==> config.mk <==
export PLATFORM = sky130hd
export DESIGN_NAME = gsp_pin_port
export DESIGN_NICKNAME = d
export VERILOG_FILES = /design/src/verilog/gsp_pkg.sv /design/src/verilog/gsp_pin_port.sv /design/src/verilog/gsp_sync.sv
export SDC_FILE = /design/constraint.sdc
export NUM_CORES = 1
export LEC_CHECK = 0
export ABC_AREA = 1
export BUFFER_PORTS_ARGS = -buffer_cell sky130_fd_sc_hd__buf_2
export CAP_MARGIN = 20
export CORE_ASPECT_RATIO = 1.2
export CORE_MARGIN = 8
export CORE_UTILIZATION = 35
export CTS_BUF_LIST = sky130_fd_sc_hd__clkbuf_4
export DETAILED_ROUTE_END_ITERATION = 8
export GPL_ROUTABILITY_DRIVEN = 0
export GPL_TIMING_DRIVEN = 0
export PLACE_DENSITY = 0.6
export SYNTH_ARGS = -nofsm -noshare
export SYNTH_HDL_FRONTEND = slang
export SYNTH_HIERARCHICAL = 1
export SYNTH_SLANG_ARGS = --single-unit
==> constraint.sdc <==
create_clock -name sys_clk -period 1.3 [get_ports sys_clk]
set_input_delay 0.325 -clock sys_clk [delete_from_list [all_inputs] [get_ports sys_clk]]
set_output_delay 0.325 -clock sys_clk [all_outputs]
set_load 0.005 [all_outputs]
==> src/verilog/gsp_pkg.sv <==
// constants for the eight-bit port and the serial pin port
// How it works
// - direction bit 2n: 0 input, 1 output
// - pull-up bit 2n+1: 0 pulled up, 1 not
// - pull-up applies whatever the pin direction
// - output pins drive the data latch bit
// - data reads return synchronised pin levels
// - control clears on power-on reset only
// - data latch is never initialised
// - bus-select bit turns pins into data lines
// - serial register bits 7..4 read zero
// - clock enable bit drives clock data bit out
// - bit 2 reads the clock pin level
// - transmit enable bit drives bit 0 out
// - bit 0 reads the receive pin level
// - serial pins are boot inputs after reset
// - serial register clears except bits 2, 0
package gsp_pkg;
  // ----------------------------------------
  // register indices, byte address is four times the index
  // ----------------------------------------
  localparam logic [31:0] GSP_CTRL_IDX = 32'hffffff76;
  localparam logic [31:0] GSP_DATA_IDX = 32'h0fffff78;
  localparam logic [31:0] GSP_SER_IDX = 32'hffffff7c;
  // ----------------------------------------
  // field positions and widths
  // ----------------------------------------
  localparam int GSP_PORT_W = 8;
  localparam int GSP_CTRL_W = 16;
  localparam int GSP_SER_W = 4;
  localparam int GSP_DIR_OFS = 0;
  localparam int GSP_PUP_OFS = 1;
  localparam int GSP_BRK_DATA = 0;
  localparam int GSP_TXD_OE = 1;
  localparam int GSP_CLK_DATA = 2;
  localparam int GSP_CLK_OE = 3;
  // ----------------------------------------
  // reset values
  // ----------------------------------------
  localparam logic [15:0] GSP_CTRL_RST = 16'h0000;
  localparam logic [1:0] GSP_SER_OE_RST = 2'h0;
  // ----------------------------------------
  // timing: synchroniser depth and boot capture wait
  // ----------------------------------------
  localparam int GSP_SYNC_STAGES = 2;
  localparam logic [1:0] GSP_BOOT_WAIT = 2'h3;
endpackage

==> src/verilog/gsp_pin_port.sv <==
// eight-bit general purpose port plus serial pin port behind classic wishbone
`timescale 1ns/10ps
module gsp_pin_port
  import gsp_pkg::*;
(
  // clock and power-on reset
  input wire logic sys_clk,
  input wire logic resetn,
  // wishbone classic slave
  input wire logic wb_cyc_i,
  input wire logic wb_stb_i,
  input wire logic wb_we_i,
  input wire logic [31:0] wb_adr_i,
  input wire logic [3:0] wb_sel_i,
  input wire logic [31:0] wb_dat_i,
  output logic [31:0] wb_dat_o,
  output logic wb_ack_o,
  // port pads
  input wire logic [7:0] portPadIn,
  output logic [7:0] portPadOut,
  output logic [7:0] portPadOe,
  output logic [7:0] portPullEn,
  // port-as-data-bus path from the bus controller
  input wire logic portAsBusSel,
  input wire logic [7:0] busLaneOut,
  input wire logic busLaneOe,
  output logic [7:0] busLaneIn,
  // serial clock pad
  input wire logic sckPadIn,
  output logic sckPadOut,
  output logic sckPadOe,
  // serial transmit pad
  input wire logic txdPadIn,
  output logic txdPadOut,
  output logic txdPadOe,
  // serial receive pad
  input wire logic rxdPadIn,
  // serial controller ownership and boot mode
  input wire logic serialPinsProgrammed,
  output logic pinsAreSerial,
  output logic [2:0] bootModePins,
  output logic bootModeValid
);
  // ----------------------------------------
  // pad input synchronisers
  // ----------------------------------------
  logic [10:0] padRaw;
  logic [10:0] padSync;
  logic [7:0] portPinLvl;
  logic sckLvl;
  logic txdLvl;
  logic rxdLvl;

  assign padRaw = {rxdPadIn, txdPadIn, sckPadIn, portPadIn};

  gsp_sync #(
    .WIDTH(11)
  ) u_sync (
    .sys_clk(sys_clk),
    .resetn(resetn),
    .asyncIn(padRaw),
    .syncOut(padSync)
  );

  assign portPinLvl = padSync[7:0];
  assign sckLvl = padSync[8];
  assign txdLvl = padSync[9];
  assign rxdLvl = padSync[10];

  // ----------------------------------------
  // bus decode
  // ----------------------------------------
  logic ack_r;
  logic busReq;
  logic newReq;
  logic wrStrobe;
  logic hitCtrl;
  logic hitData;
  logic hitSer;

  assign busReq = wb_cyc_i & wb_stb_i;
  assign newReq = busReq & ~ack_r;
  // writes land on the edge where the master sees ack
  assign wrStrobe = busReq & wb_we_i & ack_r;
  assign hitCtrl = wb_adr_i[31:2] == GSP_CTRL_IDX[29:0];
  assign hitData = wb_adr_i[31:2] == GSP_DATA_IDX[29:0];
  assign hitSer = wb_adr_i[31:2] == GSP_SER_IDX[29:0];

  // ----------------------------------------
  // port control register
  // ----------------------------------------
  logic [15:0] ctrl_r;
  logic [15:0] ctrl_nxt;
  // nets, since the generate loop below drives them one bit per assignment
  wire logic [7:0] dirBits;
  wire logic [7:0] pupBits;

  assign ctrl_nxt = {wb_sel_i[1] ? wb_dat_i[15:8] : ctrl_r[15:8],
                     wb_sel_i[0] ? wb_dat_i[7:0] : ctrl_r[7:0]};

  // only power-on reset reaches this; manual reset and standby leave it alone
  always_ff @(posedge sys_clk or negedge resetn) begin
    if (!resetn) begin
      ctrl_r <= GSP_CTRL_RST;
    end else if (wrStrobe && hitCtrl) begin
      ctrl_r <= ctrl_nxt;
    end
  end

  // interleaved fields split per bit
  genvar gi;
  generate
    for (gi = 0; gi < GSP_PORT_W; gi++) begin : g_fields
      assign dirBits[gi] = ctrl_r[2*gi+GSP_DIR_OFS];
      assign pupBits[gi] = ctrl_r[2*gi+GSP_PUP_OFS];
    end
  endgenerate

  // ----------------------------------------
  // port data latch
  // ----------------------------------------
  logic [7:0] dataLatch_r;

  // no reset at all: contents survive every reset; software must load it first
  always_ff @(posedge sys_clk) begin
    if (wrStrobe && hitData && wb_sel_i[0]) begin
      dataLatch_r <= wb_dat_i[7:0];
    end
  end

  // ----------------------------------------
  // serial pin port register
  // ----------------------------------------
  logic sckOeBit_r;
  logic txdOeBit_r;
  logic sckDataBit_r;
  logic brkDataBit_r;
  logic serWr;

  assign serWr = wrStrobe & hitSer & wb_sel_i[0];

  always_ff @(posedge sys_clk or negedge resetn) begin
    if (!resetn) begin
      {sckOeBit_r, txdOeBit_r} <= GSP_SER_OE_RST;
    end else if (serWr) begin
      sckOeBit_r <= wb_dat_i[GSP_CLK_OE];
      txdOeBit_r <= wb_dat_i[GSP_TXD_OE];
    end
  end

  // data bits 2 and 0 come up undefined after power-on
  always_ff @(posedge sys_clk) begin
    if (serWr) begin
      sckDataBit_r <= wb_dat_i[GSP_CLK_DATA];
      brkDataBit_r <= wb_dat_i[GSP_BRK_DATA];
    end
  end

  // ----------------------------------------
  // read mux and bus answer
  // ----------------------------------------
  logic [31:0] rdMux;
  logic [3:0] serRead;

  // bits 2 and 0 show pins, not the stored drive values
  assign serRead = {sckOeBit_r, sckLvl, txdOeBit_r, rxdLvl};
  assign rdMux = hitCtrl ? {16'h0000, ctrl_r} :
                 hitData ? {24'h000000, portPinLvl} :
                 hitSer ? {28'h0000000, serRead} :
                 32'h00000000;

  // one wait state; unmapped addresses are acked with zero data
  always_ff @(posedge sys_clk or negedge resetn) begin
    if (!resetn) begin
      ack_r <= 1'b0;
      wb_dat_o <= 32'h00000000;
    end else begin
      ack_r <= newReq;
      if (newReq && !wb_we_i) begin
        wb_dat_o <= rdMux;
      end
    end
  end

  assign wb_ack_o = ack_r;

  // ----------------------------------------
  // port pad drive
  // ----------------------------------------
  logic [7:0] padOut_nxt;
  logic [7:0] padOe_nxt;
  logic [7:0] padOut_r;
  logic [7:0] padOe_r;
  logic [7:0] pullEn_r;
  logic [7:0] laneIn_r;

  // bus lanes take the pins over; the latch output is masked so an
  // undefined latch never reaches a pin that is not driven
  assign padOut_nxt = portAsBusSel ? busLaneOut : (dirBits & dataLatch_r);
  assign padOe_nxt = portAsBusSel ? {8{busLaneOe}} : dirBits;

  always_ff @(posedge sys_clk or negedge resetn) begin
    if (!resetn) begin
      padOut_r <= 8'h00;
      padOe_r <= 8'h00;
      pullEn_r <= 8'h00;
      laneIn_r <= 8'h00;
    end else begin
      padOut_r <= padOut_nxt;
      padOe_r <= padOe_nxt;
      pullEn_r <= ~pupBits;
      laneIn_r <= portPinLvl;
    end
  end

  assign portPadOut = padOut_r;
  assign portPadOe = padOe_r;
  assign portPullEn = pullEn_r;
  assign busLaneIn = laneIn_r;

  // ----------------------------------------
  // serial pad drive
  // ----------------------------------------
  logic sckOut_r;
  logic sckOe_r;
  logic txdOut_r;
  logic txdOe_r;

  // the serial controller itself is muxed in outside; software has to park
  // it before using these pins as port outputs
  always_ff @(posedge sys_clk or negedge resetn) begin
    if (!resetn) begin
      sckOut_r <= 1'b0;
      sckOe_r <= 1'b0;
      txdOut_r <= 1'b0;
      txdOe_r <= 1'b0;
    end else begin
      sckOe_r <= sckOeBit_r;
      sckOut_r <= sckOeBit_r & sckDataBit_r;
      txdOe_r <= txdOeBit_r;
      txdOut_r <= txdOeBit_r & brkDataBit_r;
    end
  end

  assign sckPadOut = sckOut_r;
  assign sckPadOe = sckOe_r;
  assign txdPadOut = txdOut_r;
  assign txdPadOe = txdOe_r;

  // ----------------------------------------
  // boot mode capture
  // ----------------------------------------
  logic [1:0] bootWait_r;
  logic [2:0] bootMode_r;
  logic bootValid_r;
  logic serialOwn_r;
  logic bootCatch;

  // wait until the synchronisers hold post-reset pad levels
  assign bootCatch = (bootWait_r == GSP_BOOT_WAIT) & ~bootValid_r;

  always_ff @(posedge sys_clk or negedge resetn) begin
    if (!resetn) begin
      bootWait_r <= 2'h0;
      bootMode_r <= 3'h0;
      bootValid_r <= 1'b0;
      serialOwn_r <= 1'b0;
    end else begin
      if (bootWait_r != GSP_BOOT_WAIT) begin
        bootWait_r <= bootWait_r + 2'h1;
      end
      if (bootCatch) begin
        bootMode_r <= {rxdLvl, txdLvl, sckLvl};
        bootValid_r <= 1'b1;
      end
      serialOwn_r <= bootValid_r & serialPinsProgrammed;
    end
  end

  assign bootModePins = bootMode_r;
  assign bootModeValid = bootValid_r;
  assign pinsAreSerial = serialOwn_r;
endmodule

==> src/verilog/gsp_sync.sv <==
// two-flop synchroniser for pad inputs
`timescale 1ns/10ps
module gsp_sync
  import gsp_pkg::*;
#(
  parameter int WIDTH = 1
) (
  // clock and reset
  input wire logic sys_clk,
  input wire logic resetn,
  // async level in, synchronous level out
  input wire logic [WIDTH-1:0] asyncIn,
  output logic [WIDTH-1:0] syncOut
);
  logic [WIDTH-1:0] meta_r;
  logic [WIDTH-1:0] stable_r;

  // the first stage feeds only the second
  always_ff @(posedge sys_clk or negedge resetn) begin
    if (!resetn) begin
      meta_r <= '0;
      stable_r <= '0;
    end else begin
      meta_r <= asyncIn;
      stable_r <= meta_r;
    end
  end

  assign syncOut = stable_r;
endmodule
======== After elaboration in Yosys (flattened, before gate mapping) ========
Index checks and enable logic that the tools add are counted.
word-level totals
  bits in registers ....................... 126
  input port bits ......................... 95
operators by class
  add/sub/neg operators ................... 1
  equal/unequal tests ..................... 5
  multiplexer cells ....................... 5
  bitwise logic cells ..................... 14
  reduce and logical (&&, ||, !) cells .... 7
operators with widths
  cell                    count
  $eq A30 B30 Y1 const B  2
  $eq A30 B28 Y1 const B  1
  $mux W8                 3
  $mux W16                1
  $and A1 B1 Y1           10
  $and A8 B8 Y8           1
  $not A8 Y8              1
  $logic_and A1 B1 Y1     4
  $mux W4                 1
  $reduce_and A2 Y1       2
  $add A2 B1 Y2 const B   1
  $eq A2 B2 Y1 const B    1
  $ne A2 B2 Y1 const B    1
  $not A1 Y1              2
  $logic_not A1 Y1        1

======== Depth between registers and ports, before layout ========
Gate-level depths: netlist of run 1.
  depth after elaboration ................. 5
  depth in mapped cells ................... 10
  gate-level depth less buffers ........... 10

======== Hierarchy ========
The synthesis of run 1 kept the hierarchy.
by module, submodules not included
  module        instances  cells an instance  area an instance (sq um)
  gsp_pin_port  1          381                3,668.5
  gsp_sync      1          22                 550.5

======== Worst setup path before layout of run 1 ========
No wires, ideal clock.
  path kind ............................... input to register
  from .................................... input wb_adr_i[15]
  to ...................................... register dataLatch_r[0], enable pin
  library setup time ...................... 0.370 ns
  data arrival time ....................... 1.272 ns
  setup slack ............................. -0.343 ns
  cell stages on the path ................. 6
  path buffers ............................ 0
  path through ............................ nand2_1 -> nor2_2 -> nand2_2 -> nor2_1 -> nand2_1 -> nor2_1
between the ends
  longest elaborated chain between the ends .. 3
ends and longest elaborated chain
  what                               RTL line             text
  from (decl)                        gsp_pin_port.sv:13   input wire logic [31:0] wb_adr_i,
  $eq A30 B28 Y1                     gsp_pin_port.sv:86   assign hitData = wb_adr_i[31:2] == GSP_DATA_IDX[29:0];
  $logic_and A1 B1 Y1 (2 in series)  gsp_pin_port.sv:126  if (wrStrobe && hitData && wb_sel_i[0]) begin
  to (signal assigned)               gsp_pin_port.sv:127  dataLatch_r <= wb_dat_i[7:0];
  to (decl)                          gsp_pin_port.sv:122  logic [7:0] dataLatch_r;
No other way between the ends.
A chain may end at the register's enable or synchronous reset.

======== Worst setup path in the final report of run 1 ========
  from .................................... register ack_r (netlist: wb_ack_o)
  to ...................................... output wb_ack_o
RTL lines
  what                    RTL line             text
  from (decl)             gsp_pin_port.sv:73   logic ack_r;
  from (signal assigned)  gsp_pin_port.sv:178  ack_r <= newReq;
  to (decl)               gsp_pin_port.sv:17   output logic wb_ack_o,
No word-level cell between the ends.

==> results.json, run 1 <==
{
  "dp_hpwl_um": 7984,
  "initial_utilization_pct": 35.32,
  "cts.path.max_buffers": 2,
  "fin_ws_ps": -45.09,
  "port_buffers": 132,
  "synth_edf_count": 10,
  "syn_area_per_cell_um2": 10.47,
  "grt_max_degree": 56,
  "ys_warn_count": 6,
  "setup_viol": 30,
  "rsz0062_at_grt": "yes",
  "crit_chain": "buf_2",
  "die_area_um2": 15840,
  "fin_crit_sh_pct": 103.5,
  "syn-cell-area_um2": 4219,
  "overflow": 0,
  "clock_skew_ps": 20.53,
  "worstPathRequired_ps": 980,
  "hold_viol_final": 0,
  "peakVddDrop_v": 0.0004771,
  "wl_per_cell_um": 13.57,
  "startpoint_type": "flip-flop",
  "crit_slowest_cell": "dfrtp_1",
  "via_count": 3226,
  "fp-row-count": 44,
  "netlist_top_cells_area": "dfrtp_1, nand2_1, edfxtp_1",
  "drt_iter0_drc": 120,
  "die_x_um": 116.2,
  "endpoint_kind": "primary output",
  "final-max-slew-violation-count": 0,
  "n_antenna_cell": 0,
  "synth-main-ff-cell": "dfrtp_1",
  "max_stage_delay_ps": 430,
  "crit_fanout": 4,
  "fin_tns_setup_ps": -386.7,
  "yosys.area.top_type_share_pct": 59.31,
  "dieHeight_um": 136.3,
  "maxCapViolCount": 0,
  "startpoint": "wb_ack_o",
  "routed_via_density": 4.273,
  "min_from": "busLaneOut[3]",
  "route.detailed.drc": 0,
  "worstHoldPathCells": 3,
  "dr.pass1.iters": 6,
  "layout.nets": 685,
  "status": "finished with violations",
  "violations": "setup timing",
  "tightestPinTransition_ps": 589.6,
  "ant_nets": 0,
  "r2r_start": "wb_ack_o",
  "syn_inst": 403,
  "worst_r2r_path_depth": 4,
  "routed_wl_um": 10250,
  "core_area_um2": 11950,
  "max_freq_ghz": 0.7434,
  "grt_pass1_wl_um": 16330,
  "areaGrowthSynthToFinish_pct": 34.13,
  "leakagePower_uw": 0.003054,
  "clkLatencyLatePin_ps": 460,
  "maxSlewHeadroom_pct": 60.69,
  "async_flop_share_pct": 90.91,
  "fin_crit_ps": 1345,
  "path_depth": 1,
  "first_global_vias": 3373,
  "drive_gt1_share_pct": 38.89,
  "powerDensity_nw_per_um2": 1040,
  "numCtsBuffers": 9,
  "worstPathArrival_ps": 1020,
  "ys_types": 28,
  "critPathBufInv": 1,
  "clock_sinks": 110,
  "antenna_found_initial": 0,
  "cts_root_buffer": "clkbuf_4",
  "ys_seq_elements": 110,
  "yosysTopAreaCell": "dfrtp_1",
  "grt_usage_pct": 13.41,
  "cts_max_level": 3,
  "worst-setup-path-type": "reg2out",
  "postLayoutCoreUtil_pct": 47.37,
  "yosysMostFrequentCell": "nand2_1",
  "synthTopCellsByCount": "nand2_1, dfrtp_1, nand3_1, inv_1, buf_4",
  "yosysSeqAreaShare_pct": 66.43,
  "num_io_pins": 169,
  "cts_tree": "built",
  "min_path_type": "in2reg",
  "critPathTopFamily": "flip-flops",
  "clkTransAtPathRegs_ps": 170
}
-- per-stage QoR --
stage / area, um2 / hold WS [ps] / power [uW] / setup slack, ps / cells
global placement: 5218 / 334.3 / 4031 / -1092 / 711
CTS: 5619 / 1.880 / 5966 / -95.51 / 751
finish: 5659 / 48.60 / 5885 / -45.09 / 755
global route: 5659 / 4.009 / 6167 / -118.6 / 755
floorplan: 4355 / 29.41 / 3779 / -10.42 / 418
detailed placement: 5248 / 334.7 / 4053 / -287.3 / 712
-- cell type report --
| cell class | instances | area (um2) |
|---|---|---|
| Multi-Input combinational cell | 251 | 1257 |
| Clock buffer | 9 | 67.56 |
| Clock inverter | 7 | 93.84 |
| Fill cell | 1154 | 6287 |
| Timing Repair Buffer | 161 | 930.9 |
| Buffer | 23 | 173.9 |
| Inverter | 33 | 131.4 |
| Sequential cell | 110 | 2803 |
| Tap cell | 161 | 201.4 |
-- logic make-up after synthesis --
| family | count (synthesis) | synth area share, % |
|---|---|---|
| AOI/OAI and AO/OA | 14 | 2.373 |
| xor gates and xnor gates | 1 | 0.2076 |
| adders and majority gates | 1 | 0.2965 |
| buffers and inverters | 57 | 7.176 |
| DFF | 110 | 66.43 |
| muxes | 3 | 0.8007 |
| other | 1 | 0.08888 |
| and+or+nand+nor | 216 | 22.63 |
-- sequential cells by signal (all words and copies together), names as in the netlist, 2 cells and up --
signal and cells:
wb_dat_o 16, ctrl_r 16, u_sync/meta_r 11, busLaneIn 8, bootModePins 3, u_sync/syncOut 11, portPullEn 8, portPadOut 8
portPadOe 8, bootWait_r 2, dataLatch_r 8
-- routing by layer --
metal	global-route usage [%]	share of wire [%]	vias up
li1	-	-	1605
met5	0	0	-
met3	3.289	6.1	13
met4	5.993	1.6	0
met2	24.09	55	78
met1	14.48	37	1530
-- cell usage in the layout (no fill, tap or decap), types with 2 or more instances in the layout --
master,Yosys,final
buf_2,1,132
nand2_1,140,129
dfrtp_1,100,100
nand3_1,48,48
buf_4,17,35
inv_1,29,26
conb_1,1,16
nand2_2,3,12
dlygate4sd3_1,0,12
edfxtp_1,10,10
clkbuf_4,0,9
nor2_4,2,8
o21ai_1,8,8
nor2_1,13,7
inv_2,3,5
nand2_4,2,4
nor2_2,4,4
o31ai_2,4,4
inv_6,1,3
mux2_2,3,3
clkbuf_1,4,2
o21ai_0,2,2
bufinv_16,0,2
-- report_power, final --
part | switching [uW] | internal (uW) | leakage [uW]
combinational | 228 | 210 | 0.00164
sequential | 27.8 | 3540 | 0.00133
clock | 1090 | 785 | 0.0000844
total | 1350 | 4540 | 0.00305
-- worst min-delay path, stage by stage --
cell,delay [ps]
buf_2,70
nand2_1,40
nand2_1,50
-- worst paths after layout --
| check | end | slack [ps] |
|---|---|---|
| setup reg to reg | sckDataBit_r | 0 |
| hold reg to reg | u_sync/syncOut[2] | 350 |
| setup / recovery | wb_ack_o | -50 |
| min in group asynchronous | busLaneIn[6] | 400 |
| hold / removal | portPadOut[3] | 50 |
| max in group asynchronous | portPadOut[1] | 230 |
-- repair_timing --
item	in CTS	in global routing
setup buffers	12	4
hold buffers	12	0
setup endpoints to repair	80	76
hold endpoints to repair	56	0
pin swaps	3	0
gates resized for setup	3	7
No activity file was read; power rests on OpenSTA's default activity.
==> run 2: changes to the inputs <==
Settings changed: SKIP_LAST_GASP set to 1.
==> run 2 against run 1 <==
  * The flow still finishes with violations (setup timing)
  * Sequential cell count stayed put
  * Global-route usage stayed put
  * Critical path depth stayed put
  * Highest routed layer unchanged
  * Combinational power hardly changed
  * Via count is 0.50% lower
  * Count of clock-buffer cells in the layout stayed put
  * Setup slack hardly changed
  * First-iteration DRC count is 1.7% lower
==> results.json, run 2 (synthesis results as in run 1) <==
{
  "status": "finished with violations",
  "violations": "setup timing",
  "wl_per_cell_um": 13.59,
  "n_antenna_cell": 0,
  "grt_max_degree": 56,
  "worst_r2r_path_depth": 4,
  "worstHoldPathCells": 3,
  "port_buffers": 132,
  "r2r_start": "wb_ack_o",
  "max_freq_ghz": 0.7436,
  "fin_crit_sh_pct": 103.4,
  "leakagePower_uw": 0.003053,
  "layout_common_cells": "buf_2, nand2_1, dfrtp_1, nand3_1, buf_4",
  "clkLatencyLatePin_ps": 460,
  "tightestPinTransition_ps": 590.9,
  "clock_skew_ps": 20.29,
  "pre_cts_ws_ps": -287.3,
  "min_from": "busLaneOut[3]",
  "critPathBufInv": 1,
  "peakVddDrop_v": 0.0004778,
  "drt_iter0_drc": 118,
  "cts_tree": "built",
  "maxSlewHeadroom_pct": 60.61,
  "routed_via_density": 4.252,
  "final-max-slew-violation-count": 0,
  "final_cells": 755,
  "layout.nets": 685,
  "crit_slowest_cell": "dfrtp_1",
  "worst-setup-path-type": "reg2out",
  "routed_wl_um": 10260,
  "die_area_um2": 15840,
  "hold_viol_final": 0,
  "core_area_um2": 11950,
  "layout_commonest_cell": "buf_2",
  "startpoint_type": "flip-flop",
  "rsz0062_at_grt": "yes",
  "ant_nets": 0,
  "antenna_found_initial": 0,
  "r2r_slack_ps": 0,
  "first_global_vias": 3373,
  "hold_slack_ps": 49.60,
  "cts_root_buffer": "clkbuf_4",
  "grt_usage_pct": 13.41,
  "numCtsBuffers": 9,
  "multi_input_area_um2": 1255,
  "clkTransAtPathRegs_ps": 170,
  "dr.pass1.iters": 4,
  "via_count": 3210,
  "dieHeight_um": 136.3,
  "endpoint_kind": "primary output",
  "cts_max_level": 3,
  "max_stage_delay_ps": 430,
  "fp-row-count": 44,
  "route.detailed.drc": 0,
  "cts.path.max_buffers": 2,
  "die_x_um": 116.2,
  "dp_hpwl_um": 7984,
  "clock_sinks": 110,
  "worst_r2r_endpoint": "sckDataBit_r",
  "overflow": 0,
  "drive_gt1_share_pct": 38.72,
  "worstPathRequired_ps": 980,
  "fin_crit_ps": 1345,
  "grt_pass1_wl_um": 16330,
  "areaGrowthSynthToFinish_pct": 34.07,
  "seq_area_um2": 2803,
  "top_regs": "ctrl_r (16), wb_dat_o (16)",
  "worstPathArrival_ps": 1020,
  "holdPathEnd": "portPadOut[3]",
  "initial_utilization_pct": 35.32,
  "powerDensity_nw_per_um2": 1040,
  "dp.cells": 712,
  "maxCapViolCount": 0,
  "crit_fanout": 4,
  "fin_ws_ps": -44.76,
  "critPathTopFamily": "flip-flops",
  "setup_viol": 27,
  "num_io_pins": 169,
  "min_path_type": "in2reg",
  "fillers": 1154,
  "crit_chain": "buf_2"
}
-- run 2: cell counts in the layout (fill, tap and decap cells not counted) --
Identical to the previous run, type by type.
-- run 2: cell type report --
class | instances | share of cell area, %
Buffer | 23 | 3.075
Clock buffer | 9 | 1.194
Clock inverter | 7 | 1.659
Inverter | 33 | 2.322
Multi-Input combinational cell | 251 | 22.19
Sequential cell | 110 | 49.55
Tap cell | 161 | 3.561
Timing Repair Buffer | 161 | 16.46
-- run 2: worst max-delay path by stage --
stage / startpoint / endpoint / slack, ps / cells after the start
2_1_floorplan: wb_adr_i[9] / dataLatch_r[0] / -10 / 7
3_3_place_gp: resetn / txdPadOut / -1090 / 1
3_5_place_dp: wb_adr_i[9] / dataLatch_r[7] / -290 / 8
4_1_cts: wb_ack_o / wb_ack_o / -100 / 1
5_1_grt: portPullEn[1] / portPullEn[1] / -120 / 1
6_report: wb_ack_o / wb_ack_o / -40 / 1
-- run 2: report_power, final --
group,switching [uW],total [uW],internal [uW]
Sequential,27.9,3570,3540
Combinational,228,438,209
Clock,1090,1870,785
Total,1350,5880,4540
-- run 2: per-layer routing --
layer | share of wire [%] | GRT usage [%] | vias up
met5 | 0 | 0 | -
met3 | 6.2 | 3.289 | 13
met2 | 55 | 24.09 | 82
met4 | 1.6 | 5.993 | 0
met1 | 38 | 14.48 | 1512
li1 | - | - | 1603
-- run 2: stage by stage --
stage               total power (uW)  area, um2  util (%)  setup TNS [ps]
floorplan                       3779       4355         -          -83.37
global placement                4031       5218     43.67         -116630
detailed placement              4053       5248     43.93           -9128
CTS                             5966       5619     47.04           -2785
global route                    6166       5657     47.35           -4992
finish                          5884       5657     47.35          -368.9
-- run 2: repair_timing --
item | 4_1_cts | 5_1_grt
hold endpoints to repair | 56 | 0
setup endpoints to repair | 80 | 76
pin swaps | 3 | 0
setup buffers | 12 | 4
cloned | 0 | 0
hold buffers | 12 | 0
resized for setup | 3 | 6
